File: src/ser_status_event_regs.svh
/*
  register selects, bit positions, reset values for the status
  event reporting block. assumes inclusion by bare name.
*/
`ifndef SER_STATUS_EVENT_REGS_SVH
`define SER_STATUS_EVENT_REGS_SVH

// ----------------------------------------------------------------
// register selects on the command port
// ----------------------------------------------------------------
`define SER_SEL_NORM_COND   4'h0
`define SER_SEL_NORM_RISE   4'h1
`define SER_SEL_NORM_FALL   4'h2
`define SER_SEL_NORM_LATCH  4'h3
`define SER_SEL_NORM_MASK   4'h4
`define SER_SEL_ABN_COND    4'h5
`define SER_SEL_ABN_RISE    4'h6
`define SER_SEL_ABN_FALL    4'h7
`define SER_SEL_ABN_LATCH   4'h8
`define SER_SEL_ABN_MASK    4'h9
`define SER_SEL_STD_LATCH   4'hA
`define SER_SEL_STD_MASK    4'hB
`define SER_SEL_STATUS_BYTE 4'hC
`define SER_SEL_SRQ_MASK    4'hD

// ----------------------------------------------------------------
// normal-operation condition bit positions
// ----------------------------------------------------------------
`define SER_N_CAL_COMPUTING      0
`define SER_N_AWAITING_TRIGGER   5
`define SER_N_VOLTAGE_REG        8
`define SER_N_SECOND_VOLTAGE_REG 9
`define SER_N_POS_CURRENT_REG    10
`define SER_N_SECOND_CURRENT_REG 12

// ----------------------------------------------------------------
// abnormal-operation condition bit positions
// ----------------------------------------------------------------
`define SER_A_VOLTAGE_TRIP       0
`define SER_A_CURRENT_TRIP       1
`define SER_A_PANEL_KEY          3
`define SER_A_THERMAL_TRIP       4
`define SER_A_SENSE_OPEN         5
`define SER_A_SECOND_REG_LOST    8
`define SER_A_INHIBIT            9
`define SER_A_REG_LOST           10
`define SER_A_SECOND_CURR_TRIP   12
`define SER_A_LOW_RANGE_OVLD     14

// ----------------------------------------------------------------
// standard event bit positions
// ----------------------------------------------------------------
`define SER_E_OP_COMPLETE   0
`define SER_E_QUERY_ERROR   2
`define SER_E_DEVICE_ERROR  3
`define SER_E_EXEC_ERROR    4
`define SER_E_COMMAND_ERROR 5
`define SER_E_POWER_ON      7

// ----------------------------------------------------------------
// status byte bit positions
// ----------------------------------------------------------------
`define SER_S_ABNORMAL_SUM  3
`define SER_S_MSG_AVAIL     4
`define SER_S_STD_SUM       5
`define SER_S_SERVICE       6
`define SER_S_ACTIVITY_SUM  7

// ----------------------------------------------------------------
// reset values
// ----------------------------------------------------------------
`define SER_RST_RISE        16'hFFFF
`define SER_RST_FALL        16'h0000
`define SER_RST_MASK16      16'h0000
`define SER_RST_MASK8       8'h00
`define SER_RST_STD_LATCH   8'h80

`endif

File: src/ser_pkg.sv
/*
  types of the status event reporting block.
  assumes ser_status_event_regs.svh is compiled alongside.
*/
`default_nettype none

package ser_pkg;

  // whole state of the block, registered once per clock
  typedef struct packed {
    logic [15:0] norm_meta;   // first sync stage, normal group
    logic [15:0] norm_sync;   // second sync stage
    logic [15:0] norm_cond;   // condition register
    logic [15:0] norm_rise;   // rising filter
    logic [15:0] norm_fall;   // falling filter
    logic [15:0] norm_latch;  // event latch
    logic [15:0] norm_mask;   // event mask
    logic [15:0] abn_meta;
    logic [15:0] abn_sync;
    logic [15:0] abn_cond;
    logic [15:0] abn_rise;
    logic [15:0] abn_fall;
    logic [15:0] abn_latch;
    logic [15:0] abn_mask;
    logic [7:0]  std_latch;   // standard event latch
    logic [7:0]  std_mask;    // standard event mask
    logic [7:0]  srq_mask;    // service request mask
    logic        rqs;         // latched service request
    logic        mss_prev;    // summary one cycle ago
    logic [15:0] rd_data;     // read answer
    logic        rd_valid;    // read answer strobe
    logic [7:0]  poll_data;   // serial poll answer
    logic        poll_valid;  // serial poll strobe
  } ser_state_t;

endpackage : ser_pkg

`default_nettype wire

File: src/ser_status_event.sv
/*
  status event reporting: two filtered event groups, standard event
  latch and status byte with service request.
  assumes same-clock command port and pulses; condition inputs
  come from other domains and are synchronised here.
*/
`timescale 1ns/1ps
`default_nettype none
`include "ser_status_event_regs.svh"

// Functional notes
// condition registers mirror inputs, read-only
// rising filter gates 0-to-1 events
// falling filter gates 1-to-0 events
// event bits stay set until read
// event read returns then clears all
// enable mask gates events into summary
// normal summary drives status bit 7
// abnormal summary drives status bit 3
// normal bit 0 calibration, bit 5 trigger wait
// normal bits 8, 9 voltage regulation
// normal bits 10, 12 current regulation
// abnormal bits 0, 1, 4 protection trips
// abnormal bit 3 panel key, 5 sense
// abnormal bits 8, 9, 10 regulation, inhibit
// abnormal bit 12 trip, 14 overload
// standard event bits 0,2,3,4,5,7 placed
// status bits 4, 5, 6 placed
// enabled events raise service request
// summary is live or of enabled bits
// serial poll returns, clears service bit
// message available while queue not empty
// new event beats same-cycle read clear
module ser_status_event (
  // clock and reset
  input  wire logic        I_CLOCK,
  input  wire logic        I_SYS_RST,
  // normal-operation circuits, asynchronous levels
  input  wire logic        I_CAL_COMPUTING,
  input  wire logic        I_AWAITING_TRIGGER,
  input  wire logic        I_VOLTAGE_REGULATING,
  input  wire logic        I_SECOND_OUTPUT_VOLTAGE_REGULATING,
  input  wire logic        I_POSITIVE_CURRENT_REGULATING,
  input  wire logic        I_SECOND_OUTPUT_CURRENT_REGULATING,
  // abnormal-operation circuits, asynchronous levels
  input  wire logic        I_VOLTAGE_PROTECTION_TRIPPED,
  input  wire logic        I_CURRENT_PROTECTION_TRIPPED,
  input  wire logic        I_PANEL_KEY_PRESSED,
  input  wire logic        I_THERMAL_TRIP_FLAG,
  input  wire logic        I_SENSE_LEAD_OPEN,
  input  wire logic        I_SECOND_OUTPUT_REGULATION_LOST,
  input  wire logic        I_INHIBIT_ACTIVE,
  input  wire logic        I_OUTPUT_REGULATION_LOST,
  input  wire logic        I_SECOND_OUTPUT_CURRENT_TRIP,
  input  wire logic        I_LOW_RANGE_OVERLOAD,
  // standard events, one-cycle pulses
  input  wire logic        I_OP_COMPLETE,
  input  wire logic        I_QUERY_ERROR,
  input  wire logic        I_DEVICE_ERROR,
  input  wire logic        I_EXEC_ERROR,
  input  wire logic        I_COMMAND_ERROR,
  // output queue state
  input  wire logic        I_QUEUE_NOT_EMPTY,
  // command port
  input  wire logic [3:0]  I_REG_SEL,
  input  wire logic        I_REG_WR,
  input  wire logic        I_REG_RD,
  input  wire logic [15:0] I_REG_WDATA,
  output logic      [15:0] O_REG_RDATA,
  output logic             O_REG_RVALID,
  // serial poll
  input  wire logic        I_SERIAL_POLL,
  output logic      [7:0]  O_POLL_DATA,
  output logic             O_POLL_VALID,
  // service request and group summaries
  output logic             O_SRQ,
  output logic             O_MSS,
  output logic             O_ACTIVITY_SUMMARY,
  output logic             O_ABNORMAL_SUMMARY
);

  // ----------------------------------------------------------------
  // state
  // ----------------------------------------------------------------
  ser_pkg::ser_state_t q;       // registered state
  ser_pkg::ser_state_t next_q;  // next state

  logic [15:0] raw_norm;    // normal inputs as a vector
  logic [15:0] raw_abn;     // abnormal inputs as a vector
  logic [7:0]  std_set;     // standard events this cycle
  logic [15:0] norm_new;    // filtered normal transitions
  logic [15:0] abn_new;     // filtered abnormal transitions
  logic [7:0]  stb_base;    // status byte without bit 6
  logic        mss;         // live service summary
  logic        activity_sum;
  logic        abnormal_sum;
  logic        std_sum;
  logic        rd_go;       // read accepted
  logic        wr_go;       // write accepted

  // ----------------------------------------------------------------
  // input vectors
  // ----------------------------------------------------------------

  // gather condition and event inputs into bit positions
  always_comb begin
    raw_norm = 16'h0000;
    raw_abn  = 16'h0000;
    std_set  = 8'h00;
    // calibration, trigger wait
    raw_norm[`SER_N_CAL_COMPUTING]      = I_CAL_COMPUTING;
    raw_norm[`SER_N_AWAITING_TRIGGER]   = I_AWAITING_TRIGGER;
    // voltage regulation bits
    raw_norm[`SER_N_VOLTAGE_REG]        = I_VOLTAGE_REGULATING;
    raw_norm[`SER_N_SECOND_VOLTAGE_REG] =
      I_SECOND_OUTPUT_VOLTAGE_REGULATING;
    // current regulation bits
    raw_norm[`SER_N_POS_CURRENT_REG]    = I_POSITIVE_CURRENT_REGULATING;
    raw_norm[`SER_N_SECOND_CURRENT_REG] =
      I_SECOND_OUTPUT_CURRENT_REGULATING;
    // protection trips
    raw_abn[`SER_A_VOLTAGE_TRIP]        = I_VOLTAGE_PROTECTION_TRIPPED;
    raw_abn[`SER_A_CURRENT_TRIP]        = I_CURRENT_PROTECTION_TRIPPED;
    raw_abn[`SER_A_THERMAL_TRIP]        = I_THERMAL_TRIP_FLAG;
    // panel key, open sense lead
    raw_abn[`SER_A_PANEL_KEY]           = I_PANEL_KEY_PRESSED;
    raw_abn[`SER_A_SENSE_OPEN]          = I_SENSE_LEAD_OPEN;
    // regulation lost, inhibit
    raw_abn[`SER_A_SECOND_REG_LOST]     = I_SECOND_OUTPUT_REGULATION_LOST;
    raw_abn[`SER_A_INHIBIT]             = I_INHIBIT_ACTIVE;
    raw_abn[`SER_A_REG_LOST]            = I_OUTPUT_REGULATION_LOST;
    // second trip, range overload
    raw_abn[`SER_A_SECOND_CURR_TRIP]    = I_SECOND_OUTPUT_CURRENT_TRIP;
    raw_abn[`SER_A_LOW_RANGE_OVLD]      = I_LOW_RANGE_OVERLOAD;
    // standard event positions
    std_set[`SER_E_OP_COMPLETE]         = I_OP_COMPLETE;
    std_set[`SER_E_QUERY_ERROR]         = I_QUERY_ERROR;
    std_set[`SER_E_DEVICE_ERROR]        = I_DEVICE_ERROR;
    std_set[`SER_E_EXEC_ERROR]          = I_EXEC_ERROR;
    std_set[`SER_E_COMMAND_ERROR]       = I_COMMAND_ERROR;
  end

  // ----------------------------------------------------------------
  // summaries
  // ----------------------------------------------------------------

  // transitions and summary bits
  always_comb begin
    // rising edges through filter
    // falling edges through filter
    norm_new = (q.norm_sync & ~q.norm_cond & q.norm_rise)
             | (~q.norm_sync & q.norm_cond & q.norm_fall);
    abn_new  = (q.abn_sync & ~q.abn_cond & q.abn_rise)
             | (~q.abn_sync & q.abn_cond & q.abn_fall);
    // mask gates summaries
    activity_sum = |(q.norm_latch & q.norm_mask);
    abnormal_sum = |(q.abn_latch & q.abn_mask);
    std_sum      = |(q.std_latch & q.std_mask);
    stb_base     = 8'h00;
    // normal summary bit 7
    stb_base[`SER_S_ACTIVITY_SUM] = activity_sum;
    // abnormal summary bit 3
    stb_base[`SER_S_ABNORMAL_SUM] = abnormal_sum;
    // message and standard bits
    // queue not empty
    stb_base[`SER_S_MSG_AVAIL]    = I_QUEUE_NOT_EMPTY;
    stb_base[`SER_S_STD_SUM]      = std_sum;
    // live enabled or
    mss = |(stb_base & q.srq_mask);
  end

  assign rd_go = I_REG_RD;
  assign wr_go = I_REG_WR & ~I_REG_RD;

  // ----------------------------------------------------------------
  // next state
  // ----------------------------------------------------------------

  // one next-state process for the whole block
  always_comb begin
    next_q = q;
    // two-flop synchronisers
    next_q.norm_meta = raw_norm;
    next_q.norm_sync = q.norm_meta;
    next_q.abn_meta  = raw_abn;
    next_q.abn_sync  = q.abn_meta;
    // condition follows circuits
    next_q.norm_cond = q.norm_sync;
    next_q.abn_cond  = q.abn_sync;

    // latches hold, R5 read clears
    // new event beats clear
    next_q.norm_latch = (rd_go && I_REG_SEL == `SER_SEL_NORM_LATCH)
                      ? norm_new : (q.norm_latch | norm_new);
    next_q.abn_latch  = (rd_go && I_REG_SEL == `SER_SEL_ABN_LATCH)
                      ? abn_new : (q.abn_latch | abn_new);
    next_q.std_latch  = (rd_go && I_REG_SEL == `SER_SEL_STD_LATCH)
                      ? std_set : (q.std_latch | std_set);

    // writes to writable registers; others ignored
    if (wr_go) begin
      unique case (I_REG_SEL)
        `SER_SEL_NORM_RISE: next_q.norm_rise = I_REG_WDATA;
        `SER_SEL_NORM_FALL: next_q.norm_fall = I_REG_WDATA;
        `SER_SEL_NORM_MASK: next_q.norm_mask = I_REG_WDATA;
        `SER_SEL_ABN_RISE:  next_q.abn_rise  = I_REG_WDATA;
        `SER_SEL_ABN_FALL:  next_q.abn_fall  = I_REG_WDATA;
        `SER_SEL_ABN_MASK:  next_q.abn_mask  = I_REG_WDATA;
        `SER_SEL_STD_MASK:  next_q.std_mask  = I_REG_WDATA[7:0];
        `SER_SEL_SRQ_MASK:  next_q.srq_mask  = I_REG_WDATA[7:0];
        default: ;
      endcase
    end

    // read answer, registered
    next_q.rd_valid = rd_go;
    next_q.rd_data  = q.rd_data;
    if (rd_go) begin
      unique case (I_REG_SEL)
        `SER_SEL_NORM_COND:   next_q.rd_data = q.norm_cond;
        `SER_SEL_NORM_RISE:   next_q.rd_data = q.norm_rise;
        `SER_SEL_NORM_FALL:   next_q.rd_data = q.norm_fall;
        `SER_SEL_NORM_LATCH:  next_q.rd_data = q.norm_latch;
        `SER_SEL_NORM_MASK:   next_q.rd_data = q.norm_mask;
        `SER_SEL_ABN_COND:    next_q.rd_data = q.abn_cond;
        `SER_SEL_ABN_RISE:    next_q.rd_data = q.abn_rise;
        `SER_SEL_ABN_FALL:    next_q.rd_data = q.abn_fall;
        `SER_SEL_ABN_LATCH:   next_q.rd_data = q.abn_latch;
        `SER_SEL_ABN_MASK:    next_q.rd_data = q.abn_mask;
        `SER_SEL_STD_LATCH:   next_q.rd_data = {8'h00, q.std_latch};
        `SER_SEL_STD_MASK:    next_q.rd_data = {8'h00, q.std_mask};
        `SER_SEL_SRQ_MASK:    next_q.rd_data = {8'h00, q.srq_mask};
        // status byte read shows live summary, clears nothing
        `SER_SEL_STATUS_BYTE: next_q.rd_data =
          {8'h00, stb_base[7], mss, stb_base[5:0]};
        default:              next_q.rd_data = 16'h0000;
      endcase
    end

    // rising summary requests service
    next_q.mss_prev = mss;
    // poll returns, clears only service bit
    next_q.poll_valid = I_SERIAL_POLL;
    if (I_SERIAL_POLL) begin
      next_q.poll_data = {stb_base[7], q.rqs, stb_base[5:0]};
    end
    if (mss && !q.mss_prev) begin
      next_q.rqs = 1'b1;
    end else if (I_SERIAL_POLL) begin
      next_q.rqs = 1'b0;
    end

    // synchronous reset to power-on values
    if (I_SYS_RST) begin
      next_q            = '0;
      next_q.norm_rise  = `SER_RST_RISE;
      next_q.norm_fall  = `SER_RST_FALL;
      next_q.norm_mask  = `SER_RST_MASK16;
      next_q.abn_rise   = `SER_RST_RISE;
      next_q.abn_fall   = `SER_RST_FALL;
      next_q.abn_mask   = `SER_RST_MASK16;
      next_q.std_mask   = `SER_RST_MASK8;
      next_q.srq_mask   = `SER_RST_MASK8;
      // power-on event latched
      next_q.std_latch  = `SER_RST_STD_LATCH;
    end
  end

  // ----------------------------------------------------------------
  // register and outputs
  // ----------------------------------------------------------------

  // single state register
  always_ff @(posedge I_CLOCK) begin
    q <= next_q;
  end

  assign O_REG_RDATA        = q.rd_data;
  assign O_REG_RVALID       = q.rd_valid;
  assign O_POLL_DATA        = q.poll_data;
  assign O_POLL_VALID       = q.poll_valid;
  assign O_SRQ              = q.rqs;
  assign O_MSS              = mss;
  assign O_ACTIVITY_SUMMARY = activity_sum;
  assign O_ABNORMAL_SUMMARY = abnormal_sum;

endmodule : ser_status_event

`default_nettype wire

File: config.mk
export PLATFORM = sky130hd
export DESIGN_NAME = ser_status_event
export DESIGN_NICKNAME = d
export VERILOG_FILES = /design/src/ser_pkg.sv /design/src/ser_status_event.sv
export VERILOG_INCLUDE_DIRS = /design/src
export SDC_FILE = /design/constraint.sdc
export NUM_CORES = 1
export LEC_CHECK = 0
export BUFFER_PORTS_ARGS = -buffer_cell sky130_fd_sc_hd__buf_4
export CAP_MARGIN = 20
export CORE_UTILIZATION = 30
export CTS_BUF_LIST = sky130_fd_sc_hd__clkbuf_4 sky130_fd_sc_hd__clkbuf_8 sky130_fd_sc_hd__clkbuf_16
export CTS_CLUSTER_SIZE = 8
export DETAILED_ROUTE_END_ITERATION = 10
export GPL_ROUTABILITY_DRIVEN = 0
export GPL_TIMING_DRIVEN = 1
export HOLD_SLACK_MARGIN = 0.02
export SYNTH_ARGS = -nofsm -noshare
export SYNTH_HDL_FRONTEND = slang
export SYNTH_SLANG_ARGS = --single-unit
File: constraint.sdc
create_clock -name I_CLOCK -period 1.5 [get_ports I_CLOCK]
set_clock_uncertainty 0.15 [all_clocks]
set_input_delay 0.075 -clock I_CLOCK [delete_from_list [all_inputs] [get_ports I_CLOCK]]
set_output_delay 0.075 -clock I_CLOCK [all_outputs]
set_load 0.1 [all_outputs]
==> flow_summary.yaml <==
cts:
  cts_tree: "built"
  worstSkewPairLatency_ns: 0.54
  cts_buffer_depth: 3
  htreeDepth: 1
  cts_sinks: 207
  root_buffer: "clkbuf_16"
  clk_pin_slew_ns: 0.06
  cts_made_buffers: 29
global_routing:
  grt_util_met1_pct: 27.2
  gr-total-overflow: 0
  use_met2_pct: 31.8
  grt_max_degree: 45
  grt_first_pass_wirelength_um: 47300
  grtUsageTotal_pct: 20.1
  antenna_found_initial: 1
  grt.met3_usage_pct: 4.03
  grt_most_used_layer: "met2"
  grt_pass1_vias: 7959
pwr:
  p_clk_share_pct: 43.6
  combinationalPowerShare_pct: 12.3
  powerDensity_nw_per_um2: 1030
  p_int_mw: 9.71
  power_leakage_nw: 4.94
  power.total_mw: 13.0
  irDropWorstVdd_mv: 0.776
  switching_share_pct: 25.1
  seqPwrFrac_pct: 44.2
  p_switching_mw: 3.26
synth:
  synth_top_area_share_pct: 45.9
  synth_edf_count: 0
  synthArstFlopShare_pct: 0
  synth_top_family_by_area: "simple AND/OR/NAND/NOR gates"
  synthCells: 1027
  synth_compound_area_share_pct: 16.9
  ys.warnings.count: 0
  syn_area_per_cell_um2: 8.79
  synth_top_area_cell: "dfxtp_1"
  synth_xor_area_share_pct: 0
  ys_top_cells_by_area: "dfxtp_1, nand2_1, nor2b_1, a21oi_1, mux2i_1"
  netlist_area_um2: 9020
  synthMuxAreaShare_pct: 6.42
  yosysUniqueCellTypes: 68
  synth_simple_gate_area_share_pct: 23.7
  ys_seq_elements: 207
  yosysSeqAreaShare_pct: 45.9
  synth_fa_ha_area_share_pct: 0
  synthFlopType: "dfxtp_1"
timing:
  grt_setup_unrepaired: "true"
  drv_slew: 0
  max_slew_margin_pct: 62.8
  worst_pin_slew_ns: 0.555
  max_freq_mhz: 387
  worst_slack_ns: -1.09
  fin_hold_ws_ns: 0.0369
  post-route-period-util_pct: 172
  tns_ns: -7.96
  finalHoldViolations: 0
  final.min_clock_period_ns: 2.59
  setup_viol: 25
setup_path:
  critPathLaunchType: "register"
  cp_top_family: "compound AO/OA/AOI/OAI gates"
  end_kind: "primary output"
  cp_slowest_cell: "a221o_4"
  arrival_ns: 2.36
  slowest_delay_ns: 0.39
  crit_fanout: 2
  worst_ep_required_time_ns: 1.27
  critPathKind: "register to primary output"
  crit_chain: "a22oi_2, nand4_1, a221o_4, a221oi_4, clkinvlp_4, buf_6"
  cp_num_buf_inv: 2
placement:
  place_hpwl_um: 22100
  dp.cells: 1582
  place_area_um2: 11100
  portBuffers: 73
  pre_cts_ws_ns: -0.572
layout:
  diodes: 0
  fill_cells: 2967
  post-route-util_pct: 42.5
  regArea_um2: 4160
  fin_area_um2: 12600
  final_cells: 1664
  area_delta_synth_final_pct: 39.4
  drive_gt1_share_pct: 28.3
  fin_nets: 1321
  multi_input_area_um2: 4470
floorplanning:
  io_pins: 77
  start_util_pct: 30.5
  row_count: 63
  die_area_um2: 30800
  core_region_area_um2: 29600
  die_w_um: 175
  fp.dieH_um: 175
route:
  drc: 0
  dr_total_vias: 8284
  detail_route.vias_per_cell: 4.98
  drtPass1Iterations: 5
  routedWlPerCell_um: 18.6
  postRouteAntennaNets: 0
  drt_iter0_markers: 620
  totalWireLength_um: 31000
run:
  maxCapViolations: 0
outcome:
  violations: "negative setup slack"
  status: "complete, but fails checks"
worst_hold_path:
  worstHoldPathType: "input pin to register"
[worst min-delay path, cell delays in order]
cell	delay [ns]
buf_4	0.15
buf_4	0.22
a21oi_1	0.12
a21oi_1	0.12
[state kept, by name, summed over array words and instances, names as in the netlist]
| register | flops |
|---|---|
| O_REG_RVALID | 1 |
| O_SRQ | 1 |
| O_POLL_DATA | 5 |
| O_POLL_VALID | 1 |
| q | 183 |
| O_REG_RDATA | 16 |
[synthesized netlist by cell type, types with 3 or more instances]
cell type    n
dfxtp_1    207
nand2_1    201
a21oi_1     91
nor2b_1     75
nor2_1      60
mux2i_1     41
buf_4       38
clkbuf_1    38
a22oi_1     32
nand3b_1    32
o21ai_0     31
a211o_1     16
buf_2       14
buf_6       10
nand3_1     10
mux2_2       9
a22o_1       7
a32oi_1      6
o22ai_1      6
a211oi_1     5
and3_1       5
nand2b_1     5
nor3b_1      5
a221oi_1     4
inv_1        4
nor3_1       4
o31ai_1      4
o32a_1       4
o32ai_1      4
a31oi_1      3
and2b_1      3
and3b_1      3
nor3_4       3
[power by group through the flow]
stage	clock network, mW	logic [mW]	registers [mW]
2_1_floorplan	0	0.816	5.83
3_3_place_gp	0	1.41	5.83
3_5_place_dp	0	1.42	5.83
4_1_cts	5.77	1.56	5.73
5_1_grt	6.03	1.68	5.74
6_report	5.65	1.59	5.73
[timing repair]
action                                  in CTS  in global routing
pin swaps                                   22                  9
endpoints found under the hold margin      169                  5
gates resized for setup                     39                 19
endpoints found under the setup margin      17                 27
buffers inserted                             1                  2
hold buffers                                50                  1
[final timing paths]
check | to | slack, ns | from | cells after the start
worst max-delay path | O_MSS | -1.09 | q[82] | 6
worst max register to register | O_SRQ | -0.59 | q[82] | 7
worst min register to register | q[141] | 0.28 | q[157] | 1
worst min-delay path | O_REG_RDATA[5] | 0.04 | I_REG_SEL[3] | 4
[area by class of cell]
| class | count | share of cell area, % |
|---|---|---|
| clock buffers | 30 | 5.83 |
| flip-flops and latches | 207 | 33.0 |
| inverters | 5 | 0.179 |
| repair buffers | 316 | 21.5 |
| multi-input cells | 715 | 35.5 |
| clock inverters | 1 | 0.0696 |
| well taps | 390 | 3.88 |
[layout by cell type, fill, tap and decap left out, types with 22 or more instances in the layout]
master         netlist  final
o21ai_0             31     29
a22oi_1             32     22
nor2_1              60     59
nand3b_1            32     32
mux2i_1             41     41
buf_4               38    240
a21oi_1             91     91
nand2_1            201    201
dlygate4sd3_1        0     50
nor2b_1             75     74
dfxtp_1            207    197
clkbuf_16            0     29
[layer usage]
metal	routed length, um	share of wire, %
met5	0	0
met3	2460	7.9
met2	13900	45
met4	886	2.9
met1	13700	44
[cells by family after synthesis]
group,count (synthesis)
other,1
multiplexers,54
AO/OA/AOI/OAI,233
buffers and inverters,107
flip-flops,207
AND/OR/NAND/NOR,425
(Power assumes the default switching activity.)
